## src/rtl/mtc_pkg.sv

```systemverilog
package mtc_pkg;

  // ==================================================================
  // Register indices (byte address is four times the index)
  // ==================================================================
  localparam logic [5:0] IDX_CAPTURE_ONE = 6'h10;   // Capture value one
  localparam logic [5:0] IDX_CAPTURE_TWO = 6'h12;   // Capture value two
  localparam logic [5:0] IDX_CAPTURE_THREE = 6'h14; // Capture value three
  localparam logic [5:0] IDX_COMPARE_ONE = 6'h16;   // Compare value one
  localparam logic [5:0] IDX_COMPARE_TWO = 6'h18;   // Compare value two
  localparam logic [5:0] IDX_COMPARE_THREE = 6'h1A; // Compare value three
  localparam logic [5:0] IDX_COMPARE_FOUR = 6'h1C;  // Compare value four
  localparam logic [5:0] IDX_SHARED = 6'h1E;        // Shared capture/compare
  localparam logic [5:0] IDX_EDGE_CTL = 6'h20;      // Capture edge control
  localparam logic [5:0] IDX_OUT_CTL = 6'h21;       // Compare mode/level
  localparam logic [5:0] IDX_TIMER_CTL = 6'h22;     // Prescaler, shared sel
  localparam logic [5:0] IDX_FLAGS = 6'h23;         // Event flags, W1C
  localparam logic [5:0] IDX_COUNT = 6'h24;         // Free-running counter

  // ==================================================================
  // Field positions
  // ==================================================================
  localparam int TCTL_PRESCALER_LSB = 0;   // Prescaler select [1:0]
  localparam int TCTL_SHARED_SEL_BIT = 2;  // 0 compare five, 1 capture four
  localparam int TCTL_LOCKED_BIT = 3;      // Read-only prescaler lock
  localparam int FLAG_OVERFLOW_BIT = 8;    // Counter wrap flag

  // ==================================================================
  // Reset values and counts
  // ==================================================================
  localparam logic [15:0] COMPARE_RESET = 16'hFFFF;
  localparam logic [7:0] EDGE_CTL_RESET = 8'h00;
  localparam logic [9:0] OUT_CTL_RESET = 10'h000;
  localparam logic [15:0] COUNT_RESET = 16'h0000;
  localparam logic [6:0] PRESCALER_WINDOW = 7'd64; // Write window, cycles

  // Divider terminal values for prescale 1, 4, 8, 16
  localparam logic [3:0] DIV_TERM_1 = 4'h0;
  localparam logic [3:0] DIV_TERM_4 = 4'h3;
  localparam logic [3:0] DIV_TERM_8 = 4'h7;
  localparam logic [3:0] DIV_TERM_16 = 4'hF;

  // Compare output actions {mode, level}
  typedef enum logic [1:0] {
    MTC_OC_DETACH = 2'b00,
    MTC_OC_TOGGLE = 2'b01,
    MTC_OC_CLEAR = 2'b10,
    MTC_OC_SET = 2'b11
  } mtc_oc_action_t;

endpackage

```

## src/rtl/mtc_edge_if.sv

```systemverilog
`timescale 1ns/1ps
// Edge select down to a detector, qualified hit pulse back up
interface mtc_edge_if;
  logic [1:0] edge_sel; // {edge_select_high, edge_select_low}
  logic hit;            // One-cycle pulse on a qualifying edge
  modport detector (input edge_sel, output hit);
  modport owner (output edge_sel, input hit);
endinterface

```

## src/rtl/mtc_edge_detect.sv

```systemverilog
`timescale 1ns/1ps
module mtc_edge_detect
  import mtc_pkg::*;
(
  input wire logic clock,
  input wire logic rst,
  input wire logic pin,
  mtc_edge_if.detector det
);

  // ==================================================================
  // Three-stage synchroniser
  // ==================================================================
  logic [2:0] sync_reg; // [0] only feeds [1]
  logic [2:0] sync_next;
  logic level_reg; // Last level on which stages two and three agreed
  logic level_next;
  logic agree; // Stages two and three hold the same level
  logic rise;
  logic fall;

  // Shift chain; the agreed level only moves when two stages match
  always_comb begin
    sync_next = {sync_reg[1:0], pin};
    agree = (sync_reg[1] == sync_reg[2]);
    level_next = agree ? sync_reg[2] : level_reg;
  end

  // Agreed level resets to the pin's idle low, so no false edge
  always_ff @(posedge clock or posedge rst) begin
    if (rst) begin
      sync_reg <= 3'h0;
      level_reg <= 1'b0;
    end else begin
      sync_reg <= sync_next;
      level_reg <= level_next;
    end
  end

  // ==================================================================
  // Edge qualification
  // ==================================================================
  // A change counts once stages two and three agree on a new level
  always_comb begin
    rise = agree & sync_reg[2] & ~level_reg;
    fall = agree & ~sync_reg[2] & level_reg;
    det.hit = (det.edge_sel[0] & rise) | (det.edge_sel[1] & fall);
  end

endmodule

```

## src/rtl/mtc_timer.sv

```systemverilog
// Design decision made here: register access over AHB-Lite.
`timescale 1ns/1ps
module mtc_timer
  import mtc_pkg::*;
#(
  parameter int ADDR_W = 8
) (
  input wire logic clock,
  input wire logic rst,
  input wire logic hsel,
  input wire logic [ADDR_W-1:0] haddr,
  input wire logic [1:0] htrans,
  input wire logic hwrite,
  input wire logic [2:0] hsize,
  input wire logic [31:0] hwdata,
  input wire logic hready,
  output logic [31:0] hrdata,
  output logic hreadyout,
  output logic hresp,
  input wire logic [3:0] capture_input,
  output logic [4:0] compare_output_line,
  output logic [4:0] compare_output_enable
);

  // ==================================================================
  // Bus address phase capture
  // ==================================================================
  logic wr_pend_reg; // Write data phase pending
  logic wr_pend_next;
  logic [5:0] wr_idx_reg; // Index of pending write
  logic [5:0] wr_idx_next;
  logic [31:0] rdata_reg; // Read data, loaded in address phase
  logic [31:0] rdata_next;
  logic addr_ok; // Valid NONSEQ or SEQ address phase
  logic [5:0] a_idx;
  logic wr_en; // Write data phase this cycle

  // ==================================================================
  // Timer state
  // ==================================================================
  logic [15:0] count_reg; // Free-running counter
  logic [15:0] count_next;
  logic [3:0] div_reg; // Prescale divider
  logic [3:0] div_next;
  logic [1:0] pre_reg; // Prescaler select
  logic [1:0] pre_next;
  logic locked_reg; // Prescaler can no longer change
  logic locked_next;
  logic [6:0] window_reg; // Cycles since reset, saturating
  logic [6:0] window_next;
  logic shared_sel_reg; // Shared channel role
  logic shared_sel_next;
  logic [7:0] edge_reg; // Capture edge control
  logic [7:0] edge_next;
  logic [9:0] outctl_reg; // {mode,level} per compare channel
  logic [9:0] outctl_next;
  logic [15:0] cmp_reg [4]; // Compare values one to four
  logic [15:0] cmp_next [4];
  logic [15:0] shared_reg; // Shared capture/compare value
  logic [15:0] shared_next;
  logic [15:0] cap_reg [3]; // Capture values, no reset
  logic [8:0] flags_reg; // {overflow, oc1..oc4, shared, ic1..ic3}
  logic [8:0] flags_next;
  logic [4:0] oc_reg; // Compare output lines
  logic [4:0] oc_next;
  logic tick; // Counter advance enable
  logic [3:0] hits; // Capture hits, channels one to four
  logic [4:0] match; // Compare matches, channels one to five
  logic [15:0] count_inc;

  mtc_edge_if edge_ch [4] ();

  // Divider terminal value for a prescale code
  function automatic logic [3:0] div_term(input logic [1:0] code);
    unique case (code)
      2'b00: div_term = DIV_TERM_1;
      2'b01: div_term = DIV_TERM_4;
      2'b10: div_term = DIV_TERM_8;
      2'b11: div_term = DIV_TERM_16;
    endcase
  endfunction

  // Edge select pair for channel n (0..2 = one..three, 3 = four)
  function automatic logic [1:0] edge_pair(input logic [7:0] ctl,
                                           input int n);
    unique case (n)
      0: edge_pair = ctl[5:4];
      1: edge_pair = ctl[3:2];
      2: edge_pair = ctl[1:0];
      default: edge_pair = ctl[7:6];
    endcase
  endfunction

  // ==================================================================
  // Capture edge detectors
  // ==================================================================
  generate
    for (genvar g = 0; g < 4; g++) begin : gen_cap
      assign edge_ch[g].edge_sel = edge_pair(edge_reg, g);
      mtc_edge_detect u_det (
        .clock(clock),
        .rst(rst),
        .pin(capture_input[g]),
        .det(edge_ch[g])
      );
      // Channel four only counts while the shared channel captures
      if (g == 3) begin : gen_shared
        assign hits[g] = edge_ch[g].hit & shared_sel_reg;
      end else begin : gen_ded
        assign hits[g] = edge_ch[g].hit;
      end
    end
  endgenerate

  // ==================================================================
  // Bus decode; zero wait states, always OKAY
  // ==================================================================
  always_comb begin
    addr_ok = hsel & hready & htrans[1];
    a_idx = haddr[7:2];
    wr_en = wr_pend_reg;
    wr_pend_next = addr_ok & hwrite;
    wr_idx_next = addr_ok ? a_idx : wr_idx_reg;
    rdata_next = rdata_reg;
    if (addr_ok & ~hwrite) begin
      // Unmapped indices read as zero
      unique case (a_idx)
        IDX_CAPTURE_ONE: rdata_next = {16'h0000, cap_reg[0]};
        IDX_CAPTURE_TWO: rdata_next = {16'h0000, cap_reg[1]};
        IDX_CAPTURE_THREE: rdata_next = {16'h0000, cap_reg[2]};
        IDX_COMPARE_ONE: rdata_next = {16'h0000, cmp_reg[0]};
        IDX_COMPARE_TWO: rdata_next = {16'h0000, cmp_reg[1]};
        IDX_COMPARE_THREE: rdata_next = {16'h0000, cmp_reg[2]};
        IDX_COMPARE_FOUR: rdata_next = {16'h0000, cmp_reg[3]};
        IDX_SHARED: rdata_next = {16'h0000, shared_reg};
        IDX_EDGE_CTL: rdata_next = {24'h000000, edge_reg};
        IDX_OUT_CTL: rdata_next = {22'h000000, outctl_reg};
        IDX_TIMER_CTL: rdata_next = {28'h0000000, locked_reg,
                                     shared_sel_reg, pre_reg};
        IDX_FLAGS: rdata_next = {23'h000000, flags_reg};
        IDX_COUNT: rdata_next = {16'h0000, count_reg};
        default: rdata_next = 32'h00000000;
      endcase
    end
    hrdata = rdata_reg;
    hreadyout = 1'b1;
    hresp = 1'b0;
  end

  // ==================================================================
  // Prescaler and counter
  // ==================================================================
  always_comb begin
    tick = (div_reg == div_term(pre_reg));
    div_next = tick ? 4'h0 : 4'(div_reg + 4'h1);
    count_inc = 16'(count_reg + 16'h0001);
    count_next = tick ? count_inc : count_reg;
    window_next = (window_reg == PRESCALER_WINDOW) ? window_reg :
                  7'(window_reg + 7'd1);
    pre_next = pre_reg;
    locked_next = locked_reg | (window_reg == PRESCALER_WINDOW);
    shared_sel_next = shared_sel_reg;
    if (wr_en && wr_idx_reg == IDX_TIMER_CTL) begin
      shared_sel_next = hwdata[TCTL_SHARED_SEL_BIT];
      // One write only, and only inside the window after reset
      if (!locked_reg) begin
        pre_next = hwdata[TCTL_PRESCALER_LSB +: 2];
        locked_next = 1'b1;
      end
    end
  end

  always_ff @(posedge clock or posedge rst) begin
    if (rst) begin
      div_reg <= 4'h0;
      count_reg <= COUNT_RESET;
      window_reg <= 7'd0;
      pre_reg <= 2'b00;
      locked_reg <= 1'b0;
      shared_sel_reg <= 1'b0;
    end else begin
      div_reg <= div_next;
      count_reg <= count_next;
      window_reg <= window_next;
      pre_reg <= pre_next;
      locked_reg <= locked_next;
      shared_sel_reg <= shared_sel_next;
    end
  end

  // ==================================================================
  // Compare registers, shared register, control
  // ==================================================================
  always_comb begin
    cmp_next = cmp_reg;
    edge_next = edge_reg;
    outctl_next = outctl_reg;
    shared_next = shared_reg;
    if (wr_en) begin
      unique case (wr_idx_reg)
        IDX_COMPARE_ONE: cmp_next[0] = hwdata[15:0];
        IDX_COMPARE_TWO: cmp_next[1] = hwdata[15:0];
        IDX_COMPARE_THREE: cmp_next[2] = hwdata[15:0];
        IDX_COMPARE_FOUR: cmp_next[3] = hwdata[15:0];
        IDX_EDGE_CTL: edge_next = hwdata[7:0];
        IDX_OUT_CTL: outctl_next = hwdata[9:0];
        IDX_SHARED: begin
          // Writes dropped while the shared channel captures
          if (!shared_sel_reg) begin
            shared_next = hwdata[15:0];
          end
        end
        default: begin
        end
      endcase
    end
    // Capture on channel four overrides a same-cycle write
    if (hits[3]) begin
      shared_next = count_reg;
    end
  end

  always_ff @(posedge clock or posedge rst) begin
    if (rst) begin
      for (int i = 0; i < 4; i++) begin
        cmp_reg[i] <= COMPARE_RESET;
      end
      shared_reg <= COMPARE_RESET;
      edge_reg <= EDGE_CTL_RESET;
      outctl_reg <= OUT_CTL_RESET;
    end else begin
      cmp_reg <= cmp_next;
      shared_reg <= shared_next;
      edge_reg <= edge_next;
      outctl_reg <= outctl_next;
    end
  end

  // Capture values keep their contents through reset
  always_ff @(posedge clock) begin
    for (int i = 0; i < 3; i++) begin
      if (hits[i]) begin
        cap_reg[i] <= count_reg;
      end
    end
  end

  // ==================================================================
  // Matches, output lines, flags
  // ==================================================================
  // Match on the tick that brings the counter to the compare value
  always_comb begin
    for (int i = 0; i < 4; i++) begin
      match[i] = tick & (count_inc == cmp_reg[i]);
    end
    match[4] = tick & ~shared_sel_reg & (count_inc == shared_reg);
    oc_next = oc_reg;
    for (int i = 0; i < 5; i++) begin
      compare_output_enable[i] =
        (outctl_reg[2*i +: 2] != MTC_OC_DETACH);
      if (match[i]) begin
        unique case (mtc_oc_action_t'(outctl_reg[2*i +: 2]))
          MTC_OC_DETACH: oc_next[i] = oc_reg[i];
          MTC_OC_TOGGLE: oc_next[i] = ~oc_reg[i];
          MTC_OC_CLEAR: oc_next[i] = 1'b0;
          MTC_OC_SET: oc_next[i] = 1'b1;
        endcase
      end
    end
    // Shared line released while the channel captures
    compare_output_enable[4] = compare_output_enable[4] & ~shared_sel_reg;
    compare_output_line = oc_reg;
    // Hardware set wins over a same-cycle write-one clear
    flags_next = flags_reg;
    if (wr_en && wr_idx_reg == IDX_FLAGS) begin
      flags_next = flags_reg & ~hwdata[8:0];
    end
    flags_next = flags_next | {tick & (count_reg == 16'hFFFF),
                               match[0], match[1], match[2], match[3],
                               match[4] | hits[3],
                               hits[0], hits[1], hits[2]};
  end

  always_ff @(posedge clock or posedge rst) begin
    if (rst) begin
      wr_pend_reg <= 1'b0;
      wr_idx_reg <= 6'h00;
      rdata_reg <= 32'h00000000;
      oc_reg <= 5'h00;
      flags_reg <= 9'h000;
    end else begin
      wr_pend_reg <= wr_pend_next;
      wr_idx_reg <= wr_idx_next;
      rdata_reg <= rdata_next;
      oc_reg <= oc_next;
      flags_reg <= flags_next;
    end
  end

endmodule

```

## config.mk

```make
export PLATFORM = sky130hd
export DESIGN_NAME = mtc_timer
export DESIGN_NICKNAME = d
export VERILOG_FILES = /design/src/rtl/mtc_pkg.sv /design/src/rtl/mtc_edge_if.sv /design/src/rtl/mtc_edge_detect.sv /design/src/rtl/mtc_timer.sv
export SDC_FILE = /design/constraint.sdc
export NUM_CORES = 1
export LEC_CHECK = 0
export ABC_AREA = 0
export BUFFER_PORTS_ARGS = -buffer_cell sky130_fd_sc_hd__buf_2
export CORE_MARGIN = 2
export CORE_UTILIZATION = 50
export DETAILED_ROUTE_END_ITERATION = 12
export PLACE_DENSITY_LB_ADDON = 0.12
export SLEW_MARGIN = 40
export SYNTH_ARGS = -nofsm -noshare
export SYNTH_HDL_FRONTEND = slang
export SYNTH_SLANG_ARGS = --single-unit
```

## constraint.sdc

```tcl
create_clock -name clock -period 8.5 [get_ports clock]
set_input_delay 1.7 -clock clock [delete_from_list [all_inputs] [get_ports clock]]
set_output_delay 1.7 -clock clock [all_outputs]
set_load 0.005 [all_outputs]
```

==> metrics <==
Rel. slew slack 39.7%; H-tree depth reported by CTS 1; core area 24200 um2; vias in the first global route 8700; nature of the critical path endpoint flop; Cell Area, Synth 12300 um2; pin count of the biggest net entering global routing 125; Yosys Warn Count 0; worst skew pair latency 0.53 ns; Global Route Usage Sum 29.4%; mean post-synth cell area 11.6 um2; Cell Rows 57; worst hold path depth 0; Largest register FFs 64; Critical R2R Capture compare_output_line[2]; CTS buffer count 25; Die Width 161 um; I/O Pins 98; #FFs+latches synth 230; CTS tree built; layout cells sized above 1 29.9%; Most common cell on crit path xnor2_1; Final HPWL DP 25.5 mm; clock root cell clkbuf_16; CP top delay family simple AND/OR/NAND/NOR gates; Placer Congestion 0.961; clock sink total 230; worst slew pin tran 0.893 ns; RR Startpoint count_reg[3]; clk slew on worst S/H paths 0.06 ns; Layout Nets 1176; DRT iter0 DRCs 948; WL final 37.7 mm; R2R depth 7; drt drc 0; Fmax 235 MHz; Leak 5.48 nW; first-pass GRT wire length 56.2 mm; Die Y 161 um; maximum buffer depth of the clock tree 3; Hold Buf Count CTS 0; Req. time, crit path 8.88 ns; CP peak stage delay 0.83 ns; Die Area 25800 um2; setup TNS 0 ns; worst hold path class reg2reg; total gr overflow 0; startpoint types flop; most frequent cells in the layout 102 x dfrtp_1, 97 x mux2_2, 84 x nand2_1, 80 x dfstp_2, 67 x xnor2_1; max cap viols 0; initial antenna violation count 1; most common cell after layout, fill and taps aside dfrtp_1; Synth Flop Type dfrtp_1; Post-synth EDFFs 48; skew final 0.0103 ns; Area growth syn-to-layout 11.6%; Final Util 56.6%; DRT Pass-1 Iters 5; Post-CTS Setup Bufs 0; # setup viols final 0; final hold viol count 0; Seq/Total Area, Yosys 49.7%; Worst Hold Path EP gen_cap[3].u_det.sync_reg[1]; R2R setup slack 4.24 ns; initial core utilization 50.7%; Gates resized, CTS repair 0; status finished, final reports clean; worst-path fanout max 20; Port Buf Inserts 57; DR WL/cell 26.0 um; unrepaired setup endpoints after global routing no; Synth cell types 75; crit path kind reg2reg; via count 9008; CP max-delay cell nor4_2; start point of the worst hold path gen_cap[3].u_det.sync_reg[0]; Routed Antenna Nets 0; FILL cells 2095; final period utilization 50.2%; WHS 0.348 ns; Pwr Density 225 nW/um2; Final Max Tran Viols 0; worst vdd ir 0.162 mV; Post-synth ARST share 79.1%; critical path depth 7; Via-to-Cell Ratio 6.20; post-synthesis cell count 1060; Period minus WS final 4.26 ns; crit path cell chain nand4_1, nor4_2, xnor2_1, xnor2_1, nor3_1, nor4b_1, a2bb2oi_1; Data arrival, critical path 4.64 ns; Worst Path Buf+Inv 0
-- layout make-up --
cell class	count	area (um2)	share of cell area [%]
antenna	1	2.50	0.0183
tap	324	405	2.96
timing repair buffer	82	494	3.61
clock buffer	29	641	4.68
sequential	230	6100	44.6
clock inverter	16	85.1	0.622
multi-input combinational	744	5840	42.7
inverter	27	114	0.832
-- cells in the mapped netlist (6+ instances only) --
cell | count | area [um2]
a21oi_1 | 18 | 90.1
dfrtp_1 | 102 | 2550
mux2_2 | 97 | 1090
nor2_1 | 45 | 169
a31oi_1 | 12 | 75.1
xnor2_1 | 67 | 587
a22oi_1 | 32 | 240
nand3b_1 | 6 | 45.0
ha_1 | 12 | 150
or3_1 | 6 | 37.5
nand4_1 | 13 | 81.3
mux4_2 | 6 | 135
nand3_1 | 48 | 240
a21o_1 | 9 | 67.6
a221oi_1 | 17 | 149
buf_2 | 10 | 50.1
nor3_1 | 10 | 50.1
mux2i_1 | 17 | 170
o21ai_0 | 35 | 175
xnor3_1 | 14 | 315
dfstp_2 | 80 | 2100
nand2_1 | 84 | 315
edfxtp_1 | 48 | 1440
clkbuf_1 | 38 | 143
nor4_1 | 12 | 75.1
a22o_1 | 13 | 114
and3_1 | 13 | 81.3
nor2b_1 | 9 | 56.3
inv_1 | 27 | 101
xor2_1 | 25 | 219
a222oi_1 | 10 | 100
nand2b_1 | 10 | 62.6
buf_4 | 21 | 158
-- through the flow --
stage / instances / instance area (um2) / worst slack [ns] / total power, mW
2_1_floorplan: 1076 / 12300 / 1.99 / 1.88
3_3_place_gp: 1404 / 12900 / 4.20 / 2.09
3_5_place_dp: 1406 / 12900 / 4.41 / 2.10
4_1_cts: 1451 / 13600 / 4.40 / 3.09
5_1_grt: 1452 / 13700 / 4.12 / 3.22
6_report: 1453 / 13700 / 4.24 / 3.08
-- kinds of logic after synthesis --
logic type               Yosys count  share of synthesized area [%]
AO/OA/AOI/OAI                    194                           11.7
XOR/XNOR                         107                           9.28
AND/OR/NAND/NOR                  293                           12.7
buffers and inverters            102                           3.93
multiplexers                     120                           11.4
other                              2                         0.0613
flip-flops                       230                           49.7
adder cells (fa/ha/maj)           12                           1.23
-- per-layer routing --
layer  GRT usage [%]  share of wire [%]  up-vias
li1                -                  -     3992
met1            43.1                 44     4520
met2            42.9                 43      419
met3            7.26                9.9       77
met4            10.0                3.3        0
met5               0                  0        -
-- how the worst max path moves through the flow --
stage	from	endpoint	slack, ns
3_5_place_dp	haddr[7]	hrdata[8]	4.41
5_1_grt	count_reg[3]	compare_output_line[2]	4.12
4_1_cts	count_reg[3]	compare_output_line[2]	4.40
2_1_floorplan	rst	compare_output_line[0]	1.99
6_report	count_reg[3]	compare_output_line[2]	4.24
3_3_place_gp	count_reg[3]	compare_output_line[0]	4.20
-- where the power goes --
group / switching [mW] / internal, mW / total (mW)
combinational: 0.366 / 0.282 / 0.648
sequential: 0.165 / 1.29 / 1.45
clock: 0.443 / 0.538 / 0.981
total: 0.974 / 2.11 / 3.08
No activity file was read; power rests on OpenSTA's default activity.
